--- src/include/switch_aux_map.svh ---
`ifndef SWITCH_AUX_MAP_SVH
`define SWITCH_AUX_MAP_SVH
// ----------------------------------------
// register offsets
// ----------------------------------------
`define OFF_TERM 8'h03
`define OFF_AUX 8'h04
`define OFF_HP_LEN 8'h05
`define OFF_HP_OVR 8'h06
`define OFF_DROP_CTRL 8'h07
`define OFF_REPL 8'h0E
`define OFF_KEY 8'h0F
`define OFF_DROP_STAT 8'h10
`define OFF_STEP 8'hFE
`define OFF_PART 8'hFF
// ----------------------------------------
// reset values and writable bits
// ----------------------------------------
`define RST_TERM 8'h0F
`define RST_AUX 8'h07
`define RST_HP_LEN 8'h05
`define RST_HP_OVR 8'h00
`define RST_DROP_CTRL 8'h00
`define RST_REPL 8'h00
`define RST_KEY 8'h00
`define RST_DROP_STAT 8'h00
`define WMASK_AUX 8'h07
`define WMASK_HP_OVR 8'h1F
`define WMASK_DROP_CTRL 8'h37
`define WMASK_REPL 8'h01
// ----------------------------------------
// fields and codes
// ----------------------------------------
`define TERM_SRC_F 7:4
`define TERM_MASK_F 3:0
`define TERM_SRC_MANUAL 4'hF
`define AUX_DDC_BIT 1
`define AUX_CEC_BIT 0
`define HP_SRC_BIT 4
`define HP_MASK_F 3:0
`define DROP_THR_F 5:4
`define DROP_SQUELCH_BIT 2
`define DROP_EN_BIT 0
`define REPL_BIT 0
`define UNLOCK_VALUE 8'h96
`define DEV_ADDR_HI 5'h12
// ----------------------------------------
// timing
// ----------------------------------------
`define REF_CLK_KHZ 40000
`define HP_STEP_MS 24
`define HP_STEP_CYCLES (`HP_STEP_MS * `REF_CLK_KHZ)
`define HP_DIV_W 20
`endif

--- src/include/switch_aux_pkg.sv ---
package switch_aux_pkg;
    typedef enum logic [3:0] {
        I2C_IDLE, I2C_DEV, I2C_DEV_ACK, I2C_PTR, I2C_PTR_ACK,
        I2C_WDATA, I2C_WDATA_ACK, I2C_TX, I2C_MACK
    } i2c_state_e;

    typedef struct packed {
        logic start;
        logic stop;
        logic scl_rise;
        logic scl_fall;
        logic sda;
    } line_event_s;

    typedef struct packed {
        logic scl;
        logic sda;
    } line_sample_s;

    typedef struct packed {
        logic [7:0] term;
        logic [7:0] aux;
        logic [7:0] hp_len;
        logic [7:0] hp_ovr;
        logic [7:0] drop_ctrl;
        logic [7:0] repl;
        logic [7:0] key;
        logic [7:0] drop_stat;
    } reg_bank_s;

    typedef struct packed {
        logic [3:0] term_enable;
        logic display_data_buf_en;
        logic consumer_control_buf_en;
        logic auto_squelch_en;
        logic signal_drop_detect_en;
        logic [1:0] signal_drop_threshold;
        logic replicator_disable;
        logic eeprom_write_allowed;
        logic [3:0] hotplug_oe;
    } ctl_out_s;

    typedef struct packed {
        i2c_state_e st;
        logic [3:0] cnt;
        logic [7:0] sr;
        logic [7:0] ptr;
        logic rw;
        logic nack;
        reg_bank_s regs;
        ctl_out_s ctl;
    } top_state_s;

    typedef struct packed {
        logic [19:0] div;
        logic [7:0] steps;
        logic active;
    } pulse_state_s;
endpackage

--- src/rtl/i2c_line_events.sv ---
module i2c_line_events (
    // clock and reset
    input wire logic ref_clk,
    input wire logic rst,
    // bus lines
    input wire logic scl_in,
    input wire logic sda_in,
    // decoded events
    output switch_aux_pkg::line_event_s ev
);
    switch_aux_pkg::line_sample_s s_reg;
    switch_aux_pkg::line_sample_s s_next;

    always_comb
    begin
        s_next.scl = scl_in;
        s_next.sda = sda_in;
        ev.start = s_reg.scl & scl_in & s_reg.sda & ~sda_in;
        ev.stop = s_reg.scl & scl_in & ~s_reg.sda & sda_in;
        ev.scl_rise = ~s_reg.scl & scl_in;
        ev.scl_fall = s_reg.scl & ~scl_in;
        ev.sda = sda_in;
    end

    // idle bus is high on both lines
    always_ff @(posedge ref_clk or posedge rst)
    begin
        if (rst)
            s_reg <= '{scl: 1'b1, sda: 1'b1};
        else
            s_reg <= s_next;
    end
endmodule // i2c_line_events

--- src/rtl/hotplug_pulser.sv ---
`include "switch_aux_map.svh"
module hotplug_pulser #(
    parameter int unsigned STEP_CYCLES = `HP_STEP_CYCLES
) (
    // clock and reset
    input wire logic ref_clk,
    input wire logic rst,
    // request
    input wire logic trigger,
    input wire logic [7:0] pulse_len,
    // pulse state
    output logic active
);
    switch_aux_pkg::pulse_state_s s_reg;
    switch_aux_pkg::pulse_state_s s_next;
    logic step_tick;

    // divider only runs while a pulse is in flight
    always_comb
    begin
        s_next = s_reg;
        step_tick = s_reg.active && s_reg.div == `HP_DIV_W'(STEP_CYCLES - 1);
        if (trigger)
        begin
            s_next.div = '0;
            s_next.steps = pulse_len;
            s_next.active = pulse_len != 8'h00;
        end
        else if (step_tick)
        begin
            s_next.div = '0;
            s_next.steps = s_reg.steps - 8'h01;
            s_next.active = s_reg.steps != 8'h01;
        end
        else if (s_reg.active)
            s_next.div = s_reg.div + `HP_DIV_W'(1);
        active = s_reg.active;
    end

    always_ff @(posedge ref_clk or posedge rst)
    begin
        if (rst)
            s_reg <= '0;
        else
            s_reg <= s_next;
    end
endmodule // hotplug_pulser

--- src/rtl/switch_aux_regs.sv ---
// Notes on behaviour
// - termination source 0000 means automatic, 1111 means manual control
// - manual termination: mask bit n enables input n, A at bit 0
// - manual termination with zero mask turns every termination off
// - aux enable bit 1 switches the display data channel buffer
// - aux enable bit 0 switches the consumer control line buffer
// - automatic hot-plug low pulse lasts length field times 24 ms
// - hot-plug source bit clear: outputs pulse automatically on channel switch
// - hot-plug source bit set: outputs follow the manual mask directly
// - manual mask zero leaves all hot-plug outputs released, pulled high
// - manual mask bit n pulls hot-plug output n low, A at bit 0
// - signal-loss control bit 2 enables automatic output squelch
// - signal-loss control bit 0 enables detector; bits 5:4 pick threshold
// - replication bit zero enables replicator loading from external eeprom
// - replication bit one disables replicator, lets host write edid sram
// - unlock key 0x96 lifts eeprom write protection
// - unlock key 0x00 keeps eeprom write protection active
// - signal-loss status shows one bit per input, A at bit 0
// - signal-loss status reads zero while all inputs are active
// - i2c slave at address 10010 plus two strap bits
`include "switch_aux_map.svh"
module switch_aux_regs #(
    parameter int unsigned HP_STEP_CYCLES = `HP_STEP_CYCLES,
    // identity values are arbitrary
    parameter logic [7:0] SILICON_STEP = 8'h01,
    parameter logic [7:0] PART_NUMBER = 8'h5A
) (
    // clock and reset
    input wire logic ref_clk,
    input wire logic rst,
    // serial host port
    input wire logic scl_in,
    input wire logic sda_in,
    output logic sda_out,
    output logic sda_oe,
    input wire logic [1:0] addr_strap,
    // device status
    input wire logic [3:0] signal_drop_raw,
    input wire logic [3:0] auto_term_on,
    input wire logic channel_switch,
    // control outputs
    output logic [3:0] term_enable,
    output logic display_data_buf_en,
    output logic consumer_control_buf_en,
    output logic auto_squelch_en,
    output logic signal_drop_detect_en,
    output logic [1:0] signal_drop_threshold,
    output logic replicator_disable,
    output logic eeprom_write_allowed,
    // hot-plug pins, open drain
    input wire logic [3:0] hotplug_in,
    output logic [3:0] hotplug_out,
    output logic [3:0] hotplug_oe
);
    localparam switch_aux_pkg::top_state_s RESET_STATE = '{
        st: switch_aux_pkg::I2C_IDLE,
        cnt: 4'h0,
        sr: 8'h00,
        ptr: 8'h00,
        rw: 1'b0,
        nack: 1'b0,
        regs: '{term: `RST_TERM, aux: `RST_AUX, hp_len: `RST_HP_LEN,
            hp_ovr: `RST_HP_OVR, drop_ctrl: `RST_DROP_CTRL, repl: `RST_REPL,
            key: `RST_KEY, drop_stat: `RST_DROP_STAT},
        ctl: '{display_data_buf_en: 1'b1, consumer_control_buf_en: 1'b1,
            default: '0}
    };

    switch_aux_pkg::top_state_s s_reg;
    switch_aux_pkg::top_state_s s_next;
    switch_aux_pkg::line_event_s ev;
    logic hp_active;
    logic hp_manual;

    // ----------------------------------------
    // register access
    // ----------------------------------------
    function automatic logic [7:0] read_value(switch_aux_pkg::reg_bank_s r,
                                              logic [7:0] a);
        case (a)
            `OFF_TERM: read_value = r.term;
            `OFF_AUX: read_value = r.aux;
            `OFF_HP_LEN: read_value = r.hp_len;
            `OFF_HP_OVR: read_value = r.hp_ovr;
            `OFF_DROP_CTRL: read_value = r.drop_ctrl;
            `OFF_DROP_STAT: read_value = r.drop_stat;
            `OFF_STEP: read_value = SILICON_STEP;
            `OFF_PART: read_value = PART_NUMBER;
            default: read_value = 8'h00;
        endcase
    endfunction

    function automatic switch_aux_pkg::reg_bank_s write_reg(
        switch_aux_pkg::reg_bank_s r, logic [7:0] a, logic [7:0] d);
        switch_aux_pkg::reg_bank_s w;
        w = r;
        // masks clear unused bits except aux bit 2 and drop_ctrl bit 1; status and ids ignore writes
        case (a)
            `OFF_TERM: w.term = d;
            `OFF_AUX: w.aux = d & `WMASK_AUX;
            `OFF_HP_LEN: w.hp_len = d;
            `OFF_HP_OVR: w.hp_ovr = d & `WMASK_HP_OVR;
            `OFF_DROP_CTRL: w.drop_ctrl = d & `WMASK_DROP_CTRL;
            `OFF_REPL: w.repl = d & `WMASK_REPL;
            `OFF_KEY: w.key = d;
            default: w = r;
        endcase
        return w;
    endfunction

    // ----------------------------------------
    // submodules
    // ----------------------------------------
    i2c_line_events u_events (
        .ref_clk(ref_clk),
        .rst(rst),
        .scl_in(scl_in),
        .sda_in(sda_in),
        .ev(ev)
    );

    assign hp_manual = s_reg.regs.hp_ovr[`HP_SRC_BIT];

    // a switch in manual mode does not arm the pulse
    hotplug_pulser #(
        .STEP_CYCLES(HP_STEP_CYCLES)
    ) u_pulser (
        .ref_clk(ref_clk),
        .rst(rst),
        .trigger(channel_switch && !hp_manual),
        .pulse_len(s_reg.regs.hp_len),
        .active(hp_active)
    );

    // ----------------------------------------
    // next state
    // ----------------------------------------
    always_comb
    begin
        s_next = s_reg;
        s_next.regs.drop_stat = {4'h0, signal_drop_raw
            & {4{s_reg.regs.drop_ctrl[`DROP_EN_BIT]}}};

        if (s_reg.regs.term[`TERM_SRC_F] == `TERM_SRC_MANUAL)
            s_next.ctl.term_enable = s_reg.regs.term[`TERM_MASK_F];
        else
            s_next.ctl.term_enable = auto_term_on;
        s_next.ctl.display_data_buf_en = s_reg.regs.aux[`AUX_DDC_BIT];
        s_next.ctl.consumer_control_buf_en = s_reg.regs.aux[`AUX_CEC_BIT];
        s_next.ctl.auto_squelch_en = s_reg.regs.drop_ctrl[`DROP_SQUELCH_BIT];
        s_next.ctl.signal_drop_detect_en = s_reg.regs.drop_ctrl[`DROP_EN_BIT];
        s_next.ctl.signal_drop_threshold = s_reg.regs.drop_ctrl[`DROP_THR_F];
        s_next.ctl.replicator_disable = s_reg.regs.repl[`REPL_BIT];
        s_next.ctl.eeprom_write_allowed = s_reg.regs.key == `UNLOCK_VALUE;
        if (hp_manual)
            s_next.ctl.hotplug_oe = s_reg.regs.hp_ovr[`HP_MASK_F];
        else
            s_next.ctl.hotplug_oe = {4{hp_active}};

        // start and stop win over any byte in progress
        if (ev.stop)
            s_next.st = switch_aux_pkg::I2C_IDLE;
        else if (ev.start)
        begin
            s_next.st = switch_aux_pkg::I2C_DEV;
            s_next.cnt = 4'h0;
        end
        else
        begin
            unique case (s_reg.st)
                switch_aux_pkg::I2C_IDLE:
                    s_next.st = switch_aux_pkg::I2C_IDLE;
                switch_aux_pkg::I2C_DEV,
                switch_aux_pkg::I2C_PTR,
                switch_aux_pkg::I2C_WDATA:
                begin
                    if (ev.scl_rise)
                    begin
                        s_next.sr = {s_reg.sr[6:0], ev.sda};
                        s_next.cnt = s_reg.cnt + 4'h1;
                    end
                    else if (ev.scl_fall && s_reg.cnt == 4'h8)
                    begin
                        s_next.cnt = 4'h0;
                        if (s_reg.st == switch_aux_pkg::I2C_DEV)
                        begin
                            // a foreign address drops us until the next start
                            if (s_reg.sr[7:1] == {`DEV_ADDR_HI, addr_strap})
                            begin
                                s_next.rw = s_reg.sr[0];
                                s_next.st = switch_aux_pkg::I2C_DEV_ACK;
                            end
                            else
                                s_next.st = switch_aux_pkg::I2C_IDLE;
                        end
                        else if (s_reg.st == switch_aux_pkg::I2C_PTR)
                        begin
                            s_next.ptr = s_reg.sr;
                            s_next.st = switch_aux_pkg::I2C_PTR_ACK;
                        end
                        else
                        begin
                            s_next.regs = write_reg(s_next.regs, s_reg.ptr, s_reg.sr);
                            s_next.ptr = s_reg.ptr + 8'h01;
                            s_next.st = switch_aux_pkg::I2C_WDATA_ACK;
                        end
                    end
                end
                switch_aux_pkg::I2C_DEV_ACK,
                switch_aux_pkg::I2C_PTR_ACK,
                switch_aux_pkg::I2C_WDATA_ACK:
                begin
                    if (ev.scl_fall)
                    begin
                        s_next.cnt = 4'h0;
                        if (s_reg.st == switch_aux_pkg::I2C_DEV_ACK && s_reg.rw)
                        begin
                            s_next.sr = read_value(s_reg.regs, s_reg.ptr);
                            s_next.ptr = s_reg.ptr + 8'h01;
                            s_next.st = switch_aux_pkg::I2C_TX;
                        end
                        else if (s_reg.st == switch_aux_pkg::I2C_DEV_ACK)
                            s_next.st = switch_aux_pkg::I2C_PTR;
                        else
                            s_next.st = switch_aux_pkg::I2C_WDATA;
                    end
                end
                switch_aux_pkg::I2C_TX:
                begin
                    if (ev.scl_fall && s_reg.cnt == 4'h7)
                    begin
                        s_next.cnt = 4'h0;
                        s_next.st = switch_aux_pkg::I2C_MACK;
                    end
                    else if (ev.scl_fall)
                    begin
                        s_next.sr = {s_reg.sr[6:0], 1'b0};
                        s_next.cnt = s_reg.cnt + 4'h1;
                    end
                end
                switch_aux_pkg::I2C_MACK:
                begin
                    if (ev.scl_rise)
                        s_next.nack = ev.sda;
                    else if (ev.scl_fall && s_reg.nack)
                        s_next.st = switch_aux_pkg::I2C_IDLE;
                    else if (ev.scl_fall)
                    begin
                        s_next.sr = read_value(s_reg.regs, s_reg.ptr);
                        s_next.ptr = s_reg.ptr + 8'h01;
                        s_next.st = switch_aux_pkg::I2C_TX;
                    end
                end
                default:
                    s_next.st = switch_aux_pkg::I2C_IDLE;
            endcase
        end
    end

    always_ff @(posedge ref_clk or posedge rst)
    begin
        if (rst)
            s_reg <= RESET_STATE;
        else
            s_reg <= s_next;
    end

    // ----------------------------------------
    // outputs
    // ----------------------------------------
    // sda is only ever pulled low, never driven high
    assign sda_out = 1'b0;
    assign sda_oe = s_reg.st == switch_aux_pkg::I2C_DEV_ACK
        || s_reg.st == switch_aux_pkg::I2C_PTR_ACK
        || s_reg.st == switch_aux_pkg::I2C_WDATA_ACK
        || (s_reg.st == switch_aux_pkg::I2C_TX && !s_reg.sr[7]);
    assign term_enable = s_reg.ctl.term_enable;
    assign display_data_buf_en = s_reg.ctl.display_data_buf_en;
    assign consumer_control_buf_en = s_reg.ctl.consumer_control_buf_en;
    assign auto_squelch_en = s_reg.ctl.auto_squelch_en;
    assign signal_drop_detect_en = s_reg.ctl.signal_drop_detect_en;
    assign signal_drop_threshold = s_reg.ctl.signal_drop_threshold;
    assign replicator_disable = s_reg.ctl.replicator_disable;
    assign eeprom_write_allowed = s_reg.ctl.eeprom_write_allowed;
    // pins only ever pull low; hotplug_in is left for board-level sensing
    assign hotplug_out = 4'h0;
    assign hotplug_oe = s_reg.ctl.hotplug_oe;
endmodule // switch_aux_regs

--- config.mk ---
export PLATFORM = sky130hd
export DESIGN_NAME = switch_aux_regs
export DESIGN_NICKNAME = d
export VERILOG_FILES = /design/src/include/switch_aux_pkg.sv /design/src/rtl/i2c_line_events.sv /design/src/rtl/hotplug_pulser.sv /design/src/rtl/switch_aux_regs.sv
export VERILOG_INCLUDE_DIRS = /design/src /design/src/include
export SDC_FILE = /design/constraint.sdc
export NUM_CORES = 1
export LEC_CHECK = 0
export BUFFER_PORTS_ARGS = -buffer_cell sky130_fd_sc_hd__buf_2
export CORE_ASPECT_RATIO = 1.75
export CORE_UTILIZATION = 32
export DETAILED_ROUTE_END_ITERATION = 6
export PLACE_DENSITY = 0.46
export SYNTH_ARGS = -nofsm -noshare
export SYNTH_HDL_FRONTEND = slang
export SYNTH_SLANG_ARGS = --single-unit
export TNS_END_PERCENT = 30
--- constraint.sdc ---
create_clock -name ref_clk -period 4.35 [get_ports ref_clk]
set_input_delay 0.6525 -clock ref_clk [delete_from_list [all_inputs] [get_ports ref_clk]]
set_output_delay 0.6525 -clock ref_clk [all_outputs]
set_load 0.02 [all_outputs]
==> impl_metrics.tcl <==
set metrics [dict create \
    yosys_warnings 0 \
    critPathRequiredTime_ns 4.65 \
    startpoint "s_reg[86]" \
    clkTransAtPathRegs_ns 0.06 \
    max_freq_ghz 0.3323 \
    postCtsSetupBuffers 0 \
    diodes 0 \
    clk_latency_ns 0.42 \
    die_area_mm2 0.01952 \
    viasPerCell 5.267 \
    slew_viol_final 0 \
    hp-class "in2async" \
    synthArstFlopShare 1.000 \
    cp-end-kind "register" \
    cts.htree.levels 4 \
    drt-total-wl_um 15870 \
    portBuffers 31 \
    rr_endpoint "s_next[9]" \
    dpl.hpwl_um 11440 \
    yosysSeqAreaShare 0.4774 \
    synth_area_leaders "dfrtp_1 42%, mux2_2 8.5%, dfstp_2 5.6%, nand2_1 4.0%, o21ai_0 4.0%" \
    cts.repair.resized 0 \
    grt_start_max_net_pins 55 \
    grt_overflow_total 0 \
    syn_area_mm2 0.006062 \
    slew_headroom 0.3125 \
    die_y_um 184.1 \
    io_pins 41 \
    grt_pass1_wl_um 26060 \
    setup_viol 0 \
    endpoint "s_next[9]" \
    crit_fanout 12 \
    crit_path_cell_trace "or4_1 -> or3b_1 -> nor3_2 -> mux2_2" \
    worst-setup-path-type "reg2reg" \
    fin_setup_tns_ns 0 \
    tightest_slew_ns 1.027 \
    syn_to_final_growth_pct 14.18 \
    switching_share 0.2796 \
    fin_ws_ns 1.341 \
    rows 66 \
    core_mm2 0.01858 \
    dr.pass1.iters 5 \
    initial_utilization 0.3263 \
    yosysUniqueCellTypes 67 \
    antenna_found_initial 0 \
    fin_worst_skew_ns 0.01119 \
    fin_crit_sh 0.6918 \
    dp_worst_setup_slack_ns 1.378 \
    cts_made_buffers 17 \
    die_w_um 106.0 \
    max_cap_violations 0 \
    yosys-top-cells-count "102 x dfrtp_1, 65 x nand2_1, 48 x o21ai_0" \
    final-hold-violation-count 0 \
    ys_seq_elements 115 \
    powerDensity_mw_per_mm2 419.5 \
    arrival_ns 3.31 \
    drc 0 \
    drtAntennaViolNets 0 \
    power.internal_mw 2.092 \
    p_switching_mw 0.8119 \
    rr_startpoint "s_reg[86]" \
    rsz0062_at_grt "false" \
    largest_reg_flops 60 \
    status "finished clean" \
    synth-edff-count 0 \
    nFillCells 1891 \
    synthCells 605 \
    synth_area_leader_cell "dfrtp_1" \
    nets 647 \
    p_comb_frac 0.074 \
    synth_top_area_frac 0.4211 \
    drive_above_1_share 0.2199 \
    leakage_nw 2.993 \
    max_stage_delay_ns 0.76 \
    worst-r2r-setup-slack_ns 1.34 \
    crit_slowest_cell "or4_1" \
    synth_top_flop_cell "dfrtp_1" \
    critPathLaunchType "register" \
    clockRootBuffer "clkbuf_16" \
    cts.path.max_buffers 2 \
    cts_tree "built" \
    fin_crit_ns 3.009 \
    ir_worst_vdd_mv 0.2013 \
    drt-initial-drc-count 229 \
    clockPowerShare 0.486 \
    yosysMostFrequentCell "dfrtp_1" \
    cts.sinks 115 \
    ctsHoldBuffers 0 \
    vias 4582 \
    grt_use_total 0.1767 \
    grt_pass1_vias 4856 \
    r2r_cells 4 \
    wl_per_cell_um 18.24 \
    syn_area_per_cell_um2 10.02 \
    place_congestion 0.8217 \
    p_seq_frac 0.440 \
]
==> cells by family after synthesis <==
family                   count (synthesis)  synth area share
AO/OA/AOI/OAI                          136            0.1434
multiplexers                            51           0.09371
AND/OR/NAND/NOR                        213            0.1874
other                                    1         0.0006186
adder cells (fa/ha/maj)                  9           0.01858
flip-flops                             115            0.4774
XOR/XNOR                                20           0.02890
buffers and inverters                   60           0.04995
==> placed cells by master, fill, tap and decap left out, types with 13 or more instances in the layout <==
cell type / netlist / layout
dfrtp_1: 102 / 102
nand2_1: 65 / 65
o21ai_0: 48 / 48
mux2_2: 46 / 46
nor2_1: 43 / 43
buf_2: 5 / 31
a21oi_1: 21 / 21
nand3_1: 17 / 17
clkbuf_16: 0 / 17
inv_1: 16 / 15
dfstp_2: 13 / 13
==> per-stage QoR <==
stage	cells	instance area, um2	hold slack [ns]	power, mW	utilization
finish	870	6922	0.3550	2.903	0.3725
global placement	838	6320	0.3618	1.515	0.3401
CTS	870	6922	0.3688	2.942	0.3725
global route	870	6922	0.3749	3.035	0.3725
floorplan	609	6077	0.3501	1.386	-
detailed placement	838	6320	0.3697	1.517	0.3401
==> routing by layer <==
layer	up-vias	wire length, um	GRT usage
met1	2278	6027	0.1774
met2	79	8812	0.3359
met4	0	643	0.09389
met3	34	387	0.03616
li1	2191	-	-
met5	-	0	0
==> critical path, delay by kind of cell (launching register included) <==
kind	cells	cell delay [ns]
AND/OR/NAND/NOR	3	1.96
flip-flops	1	0.52
multiplexers	1	0.41
==> power groups by stage <==
stage          sequential, mW  combinational, mW  clock (mW)
3_3_place_gp             1.30              0.216           0
3_5_place_dp             1.30              0.218           0
5_1_grt                  1.29              0.251        1.49
6_report                 1.28              0.216        1.41
2_1_floorplan            1.18              0.203           0
4_1_cts                  1.28              0.219        1.44
==> layout make-up <==
| type | count | area [um2] | share of cell area |
|---|---|---|---|
| clock buffer | 19 | 452.9 | 0.06544 |
| sequential | 115 | 2894 | 0.4181 |
| timing repair buffer | 35 | 185.2 | 0.02675 |
| inverter | 16 | 62.56 | 0.009038 |
| multi-input combinational | 434 | 2880 | 0.4161 |
| tap | 238 | 297.8 | 0.04302 |
| clock inverter | 13 | 148.9 | 0.02151 |
==> how the worst min path moves through the flow <==
stage / from / end / slack (ns) / depth (start not counted)
2_1_floorplan: s_next[5] / replicator_disable / 0.35 / 0
3_3_place_gp: s_next[5] / replicator_disable / 0.36 / 0
3_5_place_dp: s_next[10] / consumer_control_buf_en / 0.37 / 0
4_1_cts: sda_in / u_events.s_reg[0] / 0.37 / 1
5_1_grt: sda_in / u_events.s_reg[0] / 0.37 / 1
6_report: rst / u_pulser.s_reg[20] / 0.35 / 2
No activity file was read; power rests on OpenSTA's default activity.
